**src/logic/tmcs_pkg.sv**
```systemverilog
// Package of register layout, modes and timing constants for the timer control block
package tmcs_pkg;
    localparam int CNT_W = 24;
    localparam int ADDR_W = 4;
    // Register indices (word addresses on the plain port)
    localparam logic [3:0] ADDR_CTRL = 4'h0;
    localparam logic [3:0] ADDR_LOAD = 4'h1;
    localparam logic [3:0] ADDR_CMP = 4'h2;
    localparam logic [3:0] ADDR_COUNT = 4'h3;
    localparam logic [3:0] ADDR_PRESC = 4'h4;
    // Control field positions
    localparam int BIT_RUN = 0;
    localparam int BIT_OVF_IE = 1;
    localparam int BIT_CMP_IE = 2;
    localparam int BIT_MODE_LO = 4;
    localparam int BIT_INV = 8;
    localparam int BIT_DIR = 11;
    localparam int BIT_DIN = 12;
    localparam int BIT_DOUT = 13;
    localparam int BIT_PSEL = 15;
    localparam int BIT_OVF = 20;
    localparam int BIT_CMPF = 21;
    localparam logic [23:0] CTRL_WMASK = 24'h00a9f7;
    localparam logic [23:0] CTRL_RESET = 24'h000000;
    localparam logic [23:0] CNT_MAX = 24'hffffff;
    // Operating modes
    localparam logic [3:0] MODE_GPIO = 4'h0;
    localparam logic [3:0] MODE_PULSE = 4'h1;
    localparam logic [3:0] MODE_TOGGLE = 4'h2;
    localparam logic [3:0] MODE_EVENT = 4'h3;
    localparam logic [3:0] MODE_WIDTH = 4'h4;
    localparam logic [3:0] MODE_PERIOD = 4'h5;
    localparam logic [3:0] MODE_CAPTURE = 4'h6;
    localparam logic [3:0] MODE_PWM = 4'h7;
    localparam logic [3:0] MODE_WD_PULSE = 4'h9;
    localparam logic [3:0] MODE_WD_TOGGLE = 4'ha;
    // Internal source clock is the system clock divided by two
    localparam int CLK_HZ = 50000000;
    localparam int INT_DIV = 2;
    localparam logic [1:0] INT_DIV_LAST = 2'(INT_DIV - 1);
    typedef enum logic [2:0] {
        TMCS_IDLE = 3'b001,
        TMCS_ARMED = 3'b010,
        TMCS_COUNTING = 3'b100
    } tmcs_state_type;
endpackage

```
**src/logic/tmcs_pin_sync.sv**
```systemverilog
// Pin synchroniser with polarity applied and edge detection
`timescale 1ns/1ns
module tmcs_pin_sync (
    input wire logic clk_sys,
    input wire logic rst_n,
    input wire logic pin_in,
    input wire logic invert,
    output logic level,
    output logic rise
);
    logic stage1;
    logic stage2;
    logic prev;

    // Two flops before any logic reads the pin
    always_ff @(posedge clk_sys or negedge rst_n) begin
        if (!rst_n) begin
            stage1 <= 1'b0;
            stage2 <= 1'b0;
        end else begin
            stage1 <= pin_in;
            stage2 <= stage1;
        end
    end

    // Polarity-corrected level and its active edge
    always_ff @(posedge clk_sys or negedge rst_n) begin
        if (!rst_n) begin
            level <= 1'b0;
            prev <= 1'b0;
        end else begin
            level <= stage2 ^ invert;
            prev <= level;
        end
    end

    // Falling pin edge counts when inverted, since level is already flipped
    assign rise = level & ~prev;
endmodule

```
**src/logic/tmcs_timer.sv**
```systemverilog
// Timer control, status, counter and pin logic for one 24-bit timer
`timescale 1ns/1ns
module tmcs_timer
    import tmcs_pkg::*;
#(
    parameter int CNT_WIDTH = tmcs_pkg::CNT_W
) (
    input wire logic clk_sys,
    input wire logic rst_n,
    input wire logic soft_reset,
    input wire logic [tmcs_pkg::ADDR_W-1:0] bus_addr,
    input wire logic [23:0] bus_wdata,
    input wire logic bus_wr,
    input wire logic bus_rd,
    output logic [23:0] bus_rdata,
    input wire logic prescale_tick,
    input wire logic other_timers_active,
    input wire logic ovf_irq_ack,
    input wire logic cmp_irq_ack,
    input wire logic timer_io_pin_in,
    output logic timer_io_pin_out,
    output logic timer_io_pin_oe,
    output logic timer_active,
    output logic ovf_irq,
    output logic cmp_irq
);
    import tmcs_pkg::*;

    // Refuse widths at elaboration, since the datapath is fixed at 24 bits
    if (CNT_WIDTH != 24) begin : g_width_check
        $error("tmcs_timer supports only a 24-bit counter");
    end

    logic [23:0] ctrl;
    logic [23:0] load_value;
    logic [23:0] compare_value;
    logic [23:0] count_value;
    logic overflow_flag;
    logic compare_flag;
    logic out_level;
    logic pin_level;
    logic pin_edge;
    logic int_tick;
    logic [1:0] div_cnt;
    logic event_tick;
    logic ovf_event;
    logic cmp_event;
    logic [23:0] next_count;
    tmcs_state_type state;

    wire timer_run_enable = ctrl[BIT_RUN];
    wire overflow_irq_enable = ctrl[BIT_OVF_IE];
    wire compare_irq_enable = ctrl[BIT_CMP_IE];
    wire [3:0] mode_select = ctrl[BIT_MODE_LO+3:BIT_MODE_LO];
    wire polarity_invert = ctrl[BIT_INV];
    wire gpio_dir = ctrl[BIT_DIR];
    wire gpio_dout = ctrl[BIT_DOUT];
    wire prescale_clock_select = ctrl[BIT_PSEL];
    wire gpio_mode = (mode_select == MODE_GPIO);

    ////////////////////////////////////////////////////////////////////////////
    // Pin input path

    tmcs_pin_sync u_sync (
        .clk_sys(clk_sys),
        .rst_n(rst_n),
        .pin_in(timer_io_pin_in),
        .invert(polarity_invert),
        .level(pin_level),
        .rise(pin_edge)
    );

    ////////////////////////////////////////////////////////////////////////////
    // Mode decode

    logic pin_is_output;
    logic pin_is_input;
    logic compare_mode;
    always_comb begin
        pin_is_output = 1'b0;
        pin_is_input = 1'b0;
        compare_mode = 1'b0;
        case (mode_select)
            MODE_GPIO: begin
                compare_mode = 1'b1;
            end
            MODE_PULSE, MODE_TOGGLE, MODE_PWM, MODE_WD_PULSE, MODE_WD_TOGGLE: begin
                pin_is_output = 1'b1;
                compare_mode = 1'b1;
            end
            MODE_EVENT, MODE_WIDTH, MODE_PERIOD, MODE_CAPTURE: begin
                pin_is_input = 1'b1;
            end
            default: begin
                pin_is_output = 1'b0;
            end
        endcase
    end

    ////////////////////////////////////////////////////////////////////////////
    // Counting source: internal half rate, pin edges or the prescaler

    // Divider gives the internal source as a one-cycle enable
    always_ff @(posedge clk_sys or negedge rst_n) begin
        if (!rst_n) begin
            div_cnt <= 2'h0;
        end else if (div_cnt == INT_DIV_LAST) begin
            div_cnt <= 2'h0;
        end else begin
            div_cnt <= div_cnt + 2'h1;
        end
    end
    assign int_tick = (div_cnt == INT_DIV_LAST);

    always_comb begin
        if (prescale_clock_select) begin
            event_tick = prescale_tick;
        end else if (mode_select == MODE_EVENT) begin
            event_tick = pin_edge;
        end else begin
            event_tick = int_tick;
        end
    end

    ////////////////////////////////////////////////////////////////////////////
    // Counter sequencing

    wire ctrl_write = bus_wr && (bus_addr == ADDR_CTRL);
    wire run_rise = ctrl_write && bus_wdata[BIT_RUN] && !timer_run_enable;

    // First event after enable loads the counter from the load value
    always_ff @(posedge clk_sys or negedge rst_n) begin
        if (!rst_n) begin
            state <= TMCS_IDLE;
        end else if (soft_reset || !timer_run_enable) begin
            state <= TMCS_IDLE;
        end else begin
            case (state)
                TMCS_IDLE: state <= TMCS_ARMED;
                TMCS_ARMED: if (event_tick) state <= TMCS_COUNTING;
                TMCS_COUNTING: state <= TMCS_COUNTING;
                default: state <= TMCS_IDLE;
            endcase
        end
    end

    always_comb begin
        next_count = count_value + 24'h000001;
        ovf_event = 1'b0;
        cmp_event = 1'b0;
        if (state == TMCS_ARMED) begin
            next_count = load_value;
        end else begin
            ovf_event = (count_value == CNT_MAX);
        end
        cmp_event = compare_mode && (next_count == compare_value);
    end

    always_ff @(posedge clk_sys or negedge rst_n) begin
        if (!rst_n) begin
            count_value <= 24'h000000;
        end else if (soft_reset || run_rise) begin
            count_value <= 24'h000000;
        end else if (timer_run_enable && state != TMCS_IDLE && event_tick) begin
            count_value <= next_count;
        end
    end

    wire counted = timer_run_enable && state != TMCS_IDLE && event_tick;

    ////////////////////////////////////////////////////////////////////////////
    // Control register

    // Only writable bits are stored, so reserved bits stay zero
    always_ff @(posedge clk_sys or negedge rst_n) begin
        if (!rst_n) begin
            ctrl <= CTRL_RESET;
        end else if (soft_reset) begin
            ctrl <= CTRL_RESET;
        end else if (ctrl_write) begin
            ctrl <= bus_wdata & CTRL_WMASK;
            if (!gpio_mode || !(bus_wdata[BIT_MODE_LO+3:BIT_MODE_LO] == MODE_GPIO)) begin
                ctrl[BIT_DOUT] <= ctrl[BIT_DOUT];
            end
        end
    end

    always_ff @(posedge clk_sys or negedge rst_n) begin
        if (!rst_n) begin
            load_value <= 24'h000000;
            compare_value <= 24'h000000;
        end else if (soft_reset) begin
            load_value <= 24'h000000;
            compare_value <= 24'h000000;
        end else if (bus_wr) begin
            if (bus_addr == ADDR_LOAD) load_value <= bus_wdata;
            if (bus_addr == ADDR_CMP) compare_value <= bus_wdata;
        end
    end

    ////////////////////////////////////////////////////////////////////////////
    // Sticky flags: set wins over a clear in the same cycle

    wire ovf_clr = (ctrl_write && bus_wdata[BIT_OVF]) || ovf_irq_ack;
    wire cmp_clr = (ctrl_write && bus_wdata[BIT_CMPF]) || cmp_irq_ack;
    always_ff @(posedge clk_sys or negedge rst_n) begin
        if (!rst_n) begin
            overflow_flag <= 1'b0;
            compare_flag <= 1'b0;
        end else if (soft_reset) begin
            overflow_flag <= 1'b0;
            compare_flag <= 1'b0;
        end else begin
            overflow_flag <= (counted && ovf_event) || (overflow_flag && !ovf_clr);
            compare_flag <= (counted && cmp_event) || (compare_flag && !cmp_clr);
        end
    end

    assign ovf_irq = overflow_flag && overflow_irq_enable;
    assign cmp_irq = compare_flag && compare_irq_enable;

    ////////////////////////////////////////////////////////////////////////////
    // Pin output and drive enable

    // Toggle on compare in toggle modes, pulse for one event otherwise
    always_ff @(posedge clk_sys or negedge rst_n) begin
        if (!rst_n) begin
            out_level <= 1'b0;
        end else if (!timer_run_enable) begin
            out_level <= 1'b0;
        end else if (counted) begin
            if (mode_select == MODE_TOGGLE || mode_select == MODE_WD_TOGGLE) begin
                out_level <= out_level ^ cmp_event;
            end else begin
                out_level <= cmp_event;
            end
        end
    end

    assign timer_active = timer_run_enable || gpio_mode;
    always_comb begin
        if (gpio_mode) begin
            timer_io_pin_out = gpio_dout ^ polarity_invert;
            timer_io_pin_oe = gpio_dir;
        end else begin
            timer_io_pin_out = out_level ^ polarity_invert;
            timer_io_pin_oe = pin_is_output && (timer_active || other_timers_active);
        end
    end

    ////////////////////////////////////////////////////////////////////////////
    // Register read port, data one cycle after the strobe

    always_ff @(posedge clk_sys or negedge rst_n) begin
        if (!rst_n) begin
            bus_rdata <= 24'h000000;
        end else if (bus_rd) begin
            case (bus_addr)
                ADDR_CTRL: begin
                    bus_rdata <= ctrl;
                    bus_rdata[BIT_DIN] <= gpio_mode ? pin_level : 1'b0;
                    bus_rdata[BIT_OVF] <= overflow_flag;
                    bus_rdata[BIT_CMPF] <= compare_flag;
                end
                ADDR_CMP: bus_rdata <= compare_value;
                ADDR_COUNT: bus_rdata <= count_value;
                default: bus_rdata <= 24'h000000;
            endcase
        end
    end

    ////////////////////////////////////////////////////////////////////////////
    // Checks

    a_reset_clears: assert property (@(posedge clk_sys) disable iff (!rst_n)
        soft_reset |=> ctrl == CTRL_RESET) else $error("soft reset left control bits");
    a_run_clears_cnt: assert property (@(posedge clk_sys) disable iff (!rst_n)
        run_rise && !soft_reset |=> count_value == 24'h000000) else $error("counter not cleared");
    // Soft reset may clear a stopped counter, so it is left out here
    a_stop_holds: assert property (@(posedge clk_sys) disable iff (!rst_n)
        !timer_run_enable && !run_rise && !soft_reset |=> $stable(count_value))
        else $error("counter moved while off");
    a_ovf_wrap: assert property (@(posedge clk_sys) disable iff (!rst_n)
        counted && state == TMCS_COUNTING && count_value == CNT_MAX && !soft_reset && !run_rise
        |=> count_value == 24'h000000 && overflow_flag) else $error("overflow not flagged");
    a_ovf_gate: assert property (@(posedge clk_sys) disable iff (!rst_n)
        ovf_irq |-> overflow_flag && ctrl[BIT_OVF_IE]) else $error("overflow irq without cause");
    a_cmp_gate: assert property (@(posedge clk_sys) disable iff (!rst_n)
        cmp_irq |-> compare_flag && ctrl[BIT_CMP_IE]) else $error("compare irq without cause");
    a_load_first: assert property (@(posedge clk_sys) disable iff (!rst_n)
        counted && state == TMCS_ARMED && !soft_reset |=> count_value == $past(load_value))
        else $error("load value not taken");
    a_gpio_only: assert property (@(posedge clk_sys) disable iff (!rst_n)
        mode_select != MODE_GPIO && !pin_is_output |-> !timer_io_pin_oe)
        else $error("pin driven in input mode");
    a_float_idle: assert property (@(posedge clk_sys) disable iff (!rst_n)
        !gpio_mode && !timer_run_enable && !other_timers_active |-> !timer_io_pin_oe)
        else $error("pin driven while idle");
    a_gpio_drive: assert property (@(posedge clk_sys) disable iff (!rst_n)
        gpio_mode && gpio_dir |-> timer_io_pin_out == (ctrl[BIT_DOUT] ^ ctrl[BIT_INV]))
        else $error("gpio output wrong");
    c_overflow: cover property (@(posedge clk_sys) disable iff (!rst_n) counted && ovf_event);
    c_compare: cover property (@(posedge clk_sys) disable iff (!rst_n) counted && cmp_event);
    c_event_mode: cover property (@(posedge clk_sys) disable iff (!rst_n) counted && mode_select == MODE_EVENT);
endmodule

```
**config.mk**
```make
export PLATFORM = sky130hd
export DESIGN_NAME = tmcs_timer
export DESIGN_NICKNAME = d
export VERILOG_FILES = /design/src/logic/tmcs_pkg.sv /design/src/logic/tmcs_pin_sync.sv /design/src/logic/tmcs_timer.sv
export SDC_FILE = /design/constraint.sdc
export NUM_CORES = 1
export LEC_CHECK = 0
export BUFFER_PORTS_ARGS = -buffer_cell sky130_fd_sc_hd__buf_2
export CAP_MARGIN = 20
export CORE_MARGIN = 1
export CORE_UTILIZATION = 54
export DETAILED_ROUTE_END_ITERATION = 10
export PLACE_DENSITY = 0.77
export SETUP_SLACK_MARGIN = 0.5
export SYNTH_ARGS = -nofsm -noshare
export SYNTH_HDL_FRONTEND = slang
export SYNTH_SLANG_ARGS = --single-unit
export TNS_END_PERCENT = 20
```
**constraint.sdc**
```tcl
create_clock -name clk_sys -period 2.5 [get_ports clk_sys]
set_input_delay 0 -clock clk_sys [delete_from_list [all_inputs] [get_ports clk_sys]]
set_output_delay 0 -clock clk_sys [all_outputs]
set_load 0.02 [all_outputs]
```
==> reports/qor.yml, run 1 <==
start_util_pct: 55.54
final_antenna_net_count: 0
crit_top_cell: "nand4_1"
routed_wl_mm: 26.95
ys_seq_area_share_pct: 42.33
vias_per_cell: 6.340
worst_setup_path_end_kind: "register"
maxSlewHeadroom_pct: 49.83
final_common_cell: "nand2_1"
yosysWarnings: 0
core_um2: 12670
final-hold-violation-count: 0
rows: 41
htreeDepth: 4
setup_violations: 2
use_met1_pct: 51.83
use_met2_pct: 63.06
cp_cell_sequence: "nand4_1, or2_1, buf_4, nor4_1, a2111oi_0, buf_4, nand4_1, a21oi_1, nand4_1, mux2_4"
cp_max_fo: 6
worst_ep_required_time_ps: 2820
synthFlopType: "dfrtp_1"
cts_root_buf: "clkbuf_16"
violations: "negative setup slack"
tightest_slew_ps: 752.5
grt-ovfl-total: 0
cts_tree: "done"
io_buffer_count: 66
hold_path_class: "primary input to async pin"
synth_cells: 852
ys_async_sr_fraction_pct: 100.0
crit_path_top_delay_cell: "a2111oi_0"
cap_viol_max_count: 0
syn_avg_cell_area_um2: 8.261
report.final.slew_viol_count: 0
die-area_um2: 13490
grt_first_pass_wirelength_mm: 40.24
yosysUniqueCellTypes: 69
track_usage_pct: 41.10
final.setup.tns_ps: -277.1
postLayoutCoreUtil_pct: 74.65
cts_sinks: 119
power_density_nw_per_um2: 494.0
peakVddDrop_uv: 532.3
place_area_um2: 8262
drc_errors: 0
cpLargestDelayFamily: "simple AND/OR/NAND/NOR gates"
synth_edf_count: 0
syn-cell-area_um2: 7038
grt_max_degree: 64
final_nets: 1065
yosys.area.top_type: "dfrtp_1"
slowest_delay_ps: 460
r2r_slack_ps: -170
io_pins: 67
clk_pin_slew_ps: 70
fin_area_um2: 9459
path_buf_inv: 2
numCtsBuffers: 17
worstSetupStartpointType: "register"
grt_antenna_before_repair: 0
synth_area_leaders: "dfrtp_1 (42%), nand2_1 (7.9%), a21oi_1 (5.9%), o21ai_0 (3.9%), a22oi_1 (3.2%)"
synth_top_area_share_pct: 41.96
ys_ff_latch: 119
routedWlPerCell_um: 22.25
syn-num-nets: 891
p_total_mw: 4.673
grt-busiest-layer: "met2"
timing.final.crit_share_pct: 106.7
worstSetupPathType: "register to register"
firstDrtPassIters: 8
period_minus_slack_ps: 2667
clk_path_buf_depth: 2
grt_setup_unrepaired: "true"
place.gp.congestion: 1.003
layout_setup_ws_ps: -167.2
num_vias: 7678
arrival_ps: 2990
die_w_um: 116.2
fmax_ghz: 0.3749
worst_clock_skew_ps: 10.75
clock_latency_ps: 430
gr-usage-met3_pct: 11.16
drt-initial-drc-count: 892
drive_gt1_share_pct: 29.36
status: "finished with violations"
grt_pass1_vias: 7216
p_leak_nw: 4.070
diodes: 0
hpwlAfterDp_mm: 17.98
post-place-ws_ps: -210.7
die_y_um: 116.2
final_cell_mix: "nand2_1 (149), buf_4 (120), dfrtp_1 (109), a21oi_1 (80), buf_2 (64)"
area_growth_pct: 34.40
[per-layer routing]
layer	share of wire [%]	vias up	routed length, um
li1	-	3374	-
met4	6.1	0	1651
met3	11	125	2945
met5	0	-	0
met2	46	525	12280
met1	37	3654	10080
[repair_timing]
action	4_1_cts	5_1_grt
buffers inserted	6	2
hold buffers	28	0
setup endpoints to repair	27	27
gates cloned	1	1
pin swaps	21	39
endpoints found under the hold margin	180	0
resized for setup	46	53
[worst register-to-register path: cells and delay by family, from the launching register on]
kind | cells | cell delay (ps)
and+or+nand+nor | 5 | 770
AOI/OAI and AO/OA | 2 | 620
DFF | 1 | 420
buffers and inverters | 2 | 400
muxes | 1 | 350
[cell usage after synthesis (3+ instances only)]
library cell / n
a211o_1: 3
a21oi_1: 83
a221oi_1: 3
a22oi_1: 30
a31oi_1: 7
a32oi_1: 4
and2_1: 4
and3_1: 5
buf_1: 5
buf_2: 10
buf_4: 5
clkbuf_1: 48
dfrtp_1: 118
inv_1: 45
mux2_2: 10
mux2i_1: 8
nand2_1: 149
nand2b_1: 12
nand3_1: 14
nand3b_1: 3
nand4_1: 13
nor2_1: 46
nor2b_1: 8
nor3_1: 17
nor3b_1: 4
nor4_1: 14
nor4_2: 3
o2111ai_1: 3
o21ai_0: 55
o21ai_1: 7
o22ai_1: 27
o31ai_1: 3
or2_2: 3
or3_1: 5
or4_1: 3
xnor2_1: 17
xor2_1: 13
[path summary, 6_finish.rpt]
check                                     start               to  cells after the start
worst min-delay path                      rst_n  count_value[12]                      2
worst max register to register  count_value[15]        out_level                     10
worst min register to register    u_sync.stage1    u_sync.stage2                      0
max in group asynchronous                 rst_n         state[0]                      3
worst max-delay path            count_value[15]        out_level                     10
min in group clk_sys                bus_addr[2]    bus_rdata[12]                      4
[where the power goes]
group	switching [mW]	total (mW)	internal (mW)
Combinational	0.189	0.297	0.108
Clock	1.02	2.41	1.39
Sequential	0.0182	1.96	1.94
Total	1.23	4.67	3.44
[sequential cells by signal, indices dropped and copies added, names as in the netlist]
signal,count
overflow_flag,1
div_cnt,2
bus_rdata,24
load_value,24
count_value,24
u_sync.stage2,1
u_sync.level,1
u_sync.stage1,1
u_sync.prev,1
ctrl,11
compare_value,24
out_level,1
state,3
compare_flag,1
[kinds of logic (layout without fill, tap and decap cells)]
logic type | Yosys count | count (layout) | share of synthesized area, %
compound gates | 251 | 251 | 21.97
xor+xnor | 30 | 30 | 3.733
fa+ha+maj | 1 | 1 | 0.1777
buf+inv | 114 | 299 | 6.524
flops | 119 | 119 | 42.33
mux | 19 | 19 | 2.898
simple gates | 318 | 320 | 22.36
[cell type report]
| class | instances | area, um2 |
|---|---|---|
| Clock buffer | 17 | 425.4 |
| Clock inverter | 15 | 143.9 |
| Fill cell | 951 | 3212 |
| Inverter | 46 | 177.7 |
| Multi-Input combinational cell | 621 | 3886 |
| Sequential cell | 119 | 2990 |
| Tap cell | 172 | 215.2 |
| Timing Repair Buffer | 221 | 1620 |
[stage by stage]
stage	hold WS, ps	cells
after detailed placement	-52.37	1141
after global placement	-49.53	1141
after global routing	78.85	1211
after floorplan	-295.6	852
final	43.32	1211
after CTS	49.13	1208
Note: power is estimated with default switching activity, not from simulation.
==> run 2: changes to the inputs <==
REMOVE_ABC_BUFFERS = 1   (was default)
==> run 2 against run 1 <==
Compared with the run above:
- the flow still finishes with violations (negative setup slack)
- routed wire length is 4.2% lower
- via count fell by 1.7%
- count of clock-buffer cells in the layout increased by 1
- clock power increased by 15%
- critical path depth decreased by 1
- flip-flop and latch count is the same
- clock skew down 3.3 ps
- register-to-register slack got worse by 40 ps
- global-route usage is 2.3 points lower
- maximum frequency decreased by 1.5%
- final cell count rose by 1.2%
- critical path type unchanged
- critical endpoint unchanged
==> reports/qor.yml, run 2 (synthesized netlist as in run 1, its figures left out) <==
status: "finished with violations"
violations: "negative setup slack"
start_util_pct: 55.54
worst_setup_path_end_kind: "register"
grt_first_pass_wirelength_mm: 38.61
crit_path_top_delay_cell: "nor3_1"
final.setup.tns_ps: -340.1
setup_violations: 2
postLayoutCoreUtil_pct: 77.22
seqCellArea_um2: 2989
reg2reg_to: "out_level"
place.gp.congestion: 1.015
clk_pin_slew_ps: 60
cp_max_fo: 7
final_antenna_net_count: 0
r2r_slack_ps: -210
maxSlewHeadroom_pct: 55.00
holdPathStages: 4
vias_per_cell: 6.162
clk_path_buf_depth: 2
htreeDepth: 4
worst_clock_skew_ps: 7.471
final-hold-violation-count: 0
hold_slack_ps: 62.56
grt_setup_unrepaired: "true"
period_minus_slack_ps: 2707
report.final.slew_viol_count: 0
num_vias: 7548
path_buf_inv: 1
grt_antenna_before_repair: 0
arrival_ps: 3020
drt-initial-drc-count: 783
diodes: 0
nFillCells: 926
rr_worst_depth: 9
worst_ep_required_time_ps: 2820
worstReg2RegStart: "count_value[0]"
die-area_um2: 13490
final_nets: 1079
grt-ovfl-total: 0
worstSetupStartpointType: "register"
p_leak_nw: 4.275
slowest_delay_ps: 550
fin_area_um2: 9784
place_area_um2: 8298
tightest_slew_ps: 669.8
timing.final.crit_share_pct: 108.3
cpLargestDelayFamily: "simple AND/OR/NAND/NOR gates"
final_cell_mix: "nand2_1 (148), buf_4 (132), dfrtp_1 (110), a21oi_1 (78), buf_2 (64)"
grt_pass1_vias: 7022
routed_wl_mm: 25.82
track_usage_pct: 38.85
grt_max_degree: 63
clock_latency_ps: 430
cts_root_buf: "clkbuf_16"
peakVddDrop_uv: 431.4
final_common_cell: "nand2_1"
cap_viol_max_count: 0
die_w_um: 116.2
hold_path_class: "primary input to register"
layout_setup_ws_ps: -206.6
min_to: "bus_rdata[12]"
rows: 41
core_um2: 12670
worstSetupPathType: "register to register"
hpwlAfterDp_mm: 17.29
routedWlPerCell_um: 21.08
firstDrtPassIters: 7
fmax_ghz: 0.3695
cts_sinks: 119
cp_cell_sequence: "ha_2, and3_4, nand4_4, buf_6, nor3_1, o41ai_1, nor4_2, nand4_1, mux2_4"
io_buffer_count: 66
drc_errors: 0
post-place-ws_ps: -227.9
io_pins: 67
worstHoldStart: "bus_addr[2]"
area_growth_pct: 39.02
drive_gt1_share_pct: 31.24
numCtsBuffers: 17
multiInputGateArea_um2: 3939
power_density_nw_per_um2: 512.7
die_y_um: 116.2
cts_tree: "done"
==> run 2: worst max path at each step <==
stage                           end  slack (ps)  cells past startpoint      startpoint
after floorplan           out_level       -3460                      7        state[2]
after global placement    out_level        -170                      9        state[2]
after detailed placement  out_level        -230                      9  count_value[1]
after CTS                 out_level         -60                      8        state[2]
after global routing      out_level        -280                     12  count_value[0]
final                     out_level        -210                      9  count_value[0]
==> run 2: worst min-delay path, stage by stage <==
cell	delay (ps)
buf_2	90
nor3_1	60
a22oi_1	210
o22ai_1	90
==> run 2: metal layers <==
metal / track usage [%] / part of all wire, % / vias up
li1: - / - / 3395
met1: 51.24 / 41 / 3649
met2: 60.67 / 46 / 410
met3: 9.912 / 8.7 / 94
met4: 17.01 / 4.0 / 0
met5: 0 / 0 / -
==> run 2: layout make-up <==
class	count	share of cell area, %
multi-input cells	619	40.26
flip-flops and latches	119	30.55
repair buffers	237	18.41
clock buffers	18	4.488
clock inverters	14	2.276
well taps	172	2.199
inverters	46	1.816
==> run 2: metrics by stage <==
step	power, mW	instances
6_report	5.017	1225
3_5_place_dp	2.243	1151
5_1_grt	5.137	1225
3_3_place_gp	2.240	1151
4_1_cts	5.010	1218
2_1_floorplan	2.065	784
==> run 2: timing repair <==
item / CTS / global route
pin swaps: 11 / 31
endpoints found under the setup margin: 26 / 29
gates cloned: 1 / 1
resized for setup: 44 / 78
hold buffers: 29 / 0
hold endpoints to repair: 103 / 0
buffers inserted: 5 / 6
==> run 2: power breakdown <==
part           internal (mW)  switching (mW)  leakage, nW
registers               1.94          0.0149         1.63
logic                  0.112           0.190         2.33
clock network           1.80           0.955        0.317
total                   3.86            1.16         4.27
==> run 3: changes to the inputs <==
CORE_UTILIZATION = 55   (was 54)
PLACE_DENSITY = 0.75   (was 0.77)
SLEW_MARGIN = 10   (was default)
clock period = 2.77 ns   (was 2.5 ns; I/O delays follow)
==> run 3 against run 2 <==
Compared with the run above:
- the flow still finishes with violations (negative setup slack)
- cell area shrank 3.2%
- die area shrank 1.8%
- worst hold slack gained 14 ps
- global-route usage grew 5.8 points
- critical endpoint unchanged
==> reports/qor.yml, run 3 (synthesized netlist as in run 1, its figures left out) <==
status: "finished with violations"
violations: "negative setup slack"
grt_max_degree: 63
htreeDepth: 4
worstSetupStartpointType: "register"
worst-path-stages: 10
p_seq_share_pct: 42.0
drt-initial-drc-count: 1012
post-place-ws_ps: -141.8
cp_cell_sequence: "buf_4, buf_4, nand3_1, xor2_1, o211ai_1, o2111ai_2, a211o_1, nor4_2, nand4_1, mux2_4"
rows: 40
grt_first_pass_wirelength_mm: 43.04
drc_errors: 0
cts_sinks: 119
vias_per_cell: 6.528
p_leak_nw: 4.063
path_buf_inv: 2
cts_root_buf: "clkbuf_16"
clkPwrFrac_pct: 51.7
period_minus_slack_ps: 2770
multiInputGateArea_um2: 3897
maxSlewHeadroom_pct: 51.36
crit_top_cell: "buf_4"
switching_power_mw: 1.091
arrival_ps: 3080
reg2reg_to: "out_level"
fmax_ghz: 0.3610
crit_path_top_delay_cell: "dfrtp_1"
worst_clock_skew_ps: 9.288
clk_path_buf_depth: 2
place_area_um2: 7895
peakVddDrop_uv: 435.4
grt-ovfl-total: 0
worst_ep_required_time_ps: 3080
p_comb_share_pct: 6.3
hpwlAfterDp_mm: 18.38
clk_pin_slew_ps: 60
nFillCells: 813
cp_max_fo: 5
power_density_nw_per_um2: 444.9
dp.cells: 1094
die-area_um2: 13250
swShare_pct: 25.88
report.final.slew_viol_count: 0
drive_gt1_share_pct: 28.75
setup_violations: 1
clock_latency_ps: 430
core_um2: 12260
numCtsBuffers: 17
r2r_slack_ps: -0.04
final_common_cell: "nand2_1"
die_w_um: 115.1
worst_setup_path_end_kind: "register"
startpoint: "count_value[0]"
grt_antenna_before_repair: 1
io_buffer_count: 66
worstReg2RegStart: "count_value[0]"
routedWlPerCell_um: 23.80
p_int_mw: 3.124
io_pins: 67
die_y_um: 115.1
seqCellArea_um2: 2989
postLayoutCoreUtil_pct: 77.27
firstDrtPassIters: 7
final_cells: 1187
fin_area_um2: 9474
layout_setup_ws_ps: -0.03819
cap_viol_max_count: 0
grt_setup_unrepaired: "true"
cts_tree: "done"
tightest_slew_ps: 729.6
final_cell_mix: "nand2_1 (149), dfrtp_1 (110), buf_4 (95), a21oi_1 (79), buf_2 (65)"
grt_pass1_vias: 7625
worstSetupPathType: "register to register"
diodes: 0
worstSetupEndpoint: "out_level"
cpLargestDelayFamily: "compound AO/OA/AOI/OAI gates"
routed_wl_mm: 28.25
track_usage_pct: 44.63
rr_worst_depth: 10
area_growth_pct: 34.61
slowest_delay_ps: 400
start_util_pct: 57.40
hold_path_class: "primary input to async pin"
final_nets: 1045
place.gp.congestion: 1.041
final_antenna_net_count: 0
timing.final.crit_share_pct: 100.0
hold_slack_ps: 76.33
num_vias: 7749
final-hold-violation-count: 0
[run 3: cell count changes in the layout (fill, tap and decap cells not counted), moves of 3 or more]
| cell | before | now |
|---|---|---|
| buf_4 | 132 | 95 |
| nor2_1 | 34 | 31 |
| bufinv_16 | 5 | 1 |
| o21ai_1 | 26 | 30 |
| nor2_2 | 2 | 5 |
| o21ai_0 | 29 | 24 |
[run 3: repair_timing]
item                       4_1_cts  5_1_grt
gates cloned                     4        1
setup buffers                   22        6
gates resized for setup         45       74
setup endpoints to repair       25       24
hold endpoints to repair       149        0
hold buffers                    28        0
pin swaps                       14       36
[run 3: through the flow]
stage	TNS [ps]	power (mW)
after detailed placement	-197.4	2.021
after global routing	-56.54	4.328
after floorplan	-58870	1.864
after global placement	-112.5	2.012
after CTS	0	4.196
final	-0.03819	4.215
[run 3: worst min path at each step]
stage | start | to | cells after the start
after floorplan | rst_n | bus_rdata[0] | 0
after global placement | rst_n | load_value[19] | 1
after detailed placement | rst_n | compare_value[19] | 1
after CTS | bus_addr[2] | bus_rdata[12] | 4
after global routing | bus_addr[2] | bus_rdata[12] | 4
final | rst_n | load_value[19] | 2
[run 3: final cells by class]
cell class	count	share of cell area (%)
flip-flops and latches	119	31.55
multi-input cells	619	41.14
well taps	168	2.219
clock buffers	18	4.635
repair buffers	203	17.14
clock inverters	14	1.492
inverters	46	1.823
[run 3: per-layer routing]
layer  global-route usage [%]  part of all wire [%]  wire length (um)  up-vias
li1                         -                     -                 -     3329
met2                    69.20                    46             12980      598
met4                    23.20                   4.7              1319        0
met1                    56.02                    37             10430     3714
met3                    14.07                    12              3518      108
met5                        0                     0                 0        -
[run 3: power by group through the flow]
| stage | Sequential (mW) | Clock [mW] | Combinational, mW |
|---|---|---|---|
| 6_report | 1.77 | 2.18 | 0.267 |
| 5_1_grt | 1.77 | 2.27 | 0.286 |
| 4_1_cts | 1.77 | 2.17 | 0.256 |
| 3_5_place_dp | 1.80 | 0 | 0.221 |
| 3_3_place_gp | 1.80 | 0 | 0.213 |
| 2_1_floorplan | 1.80 | 0 | 0.0680 |
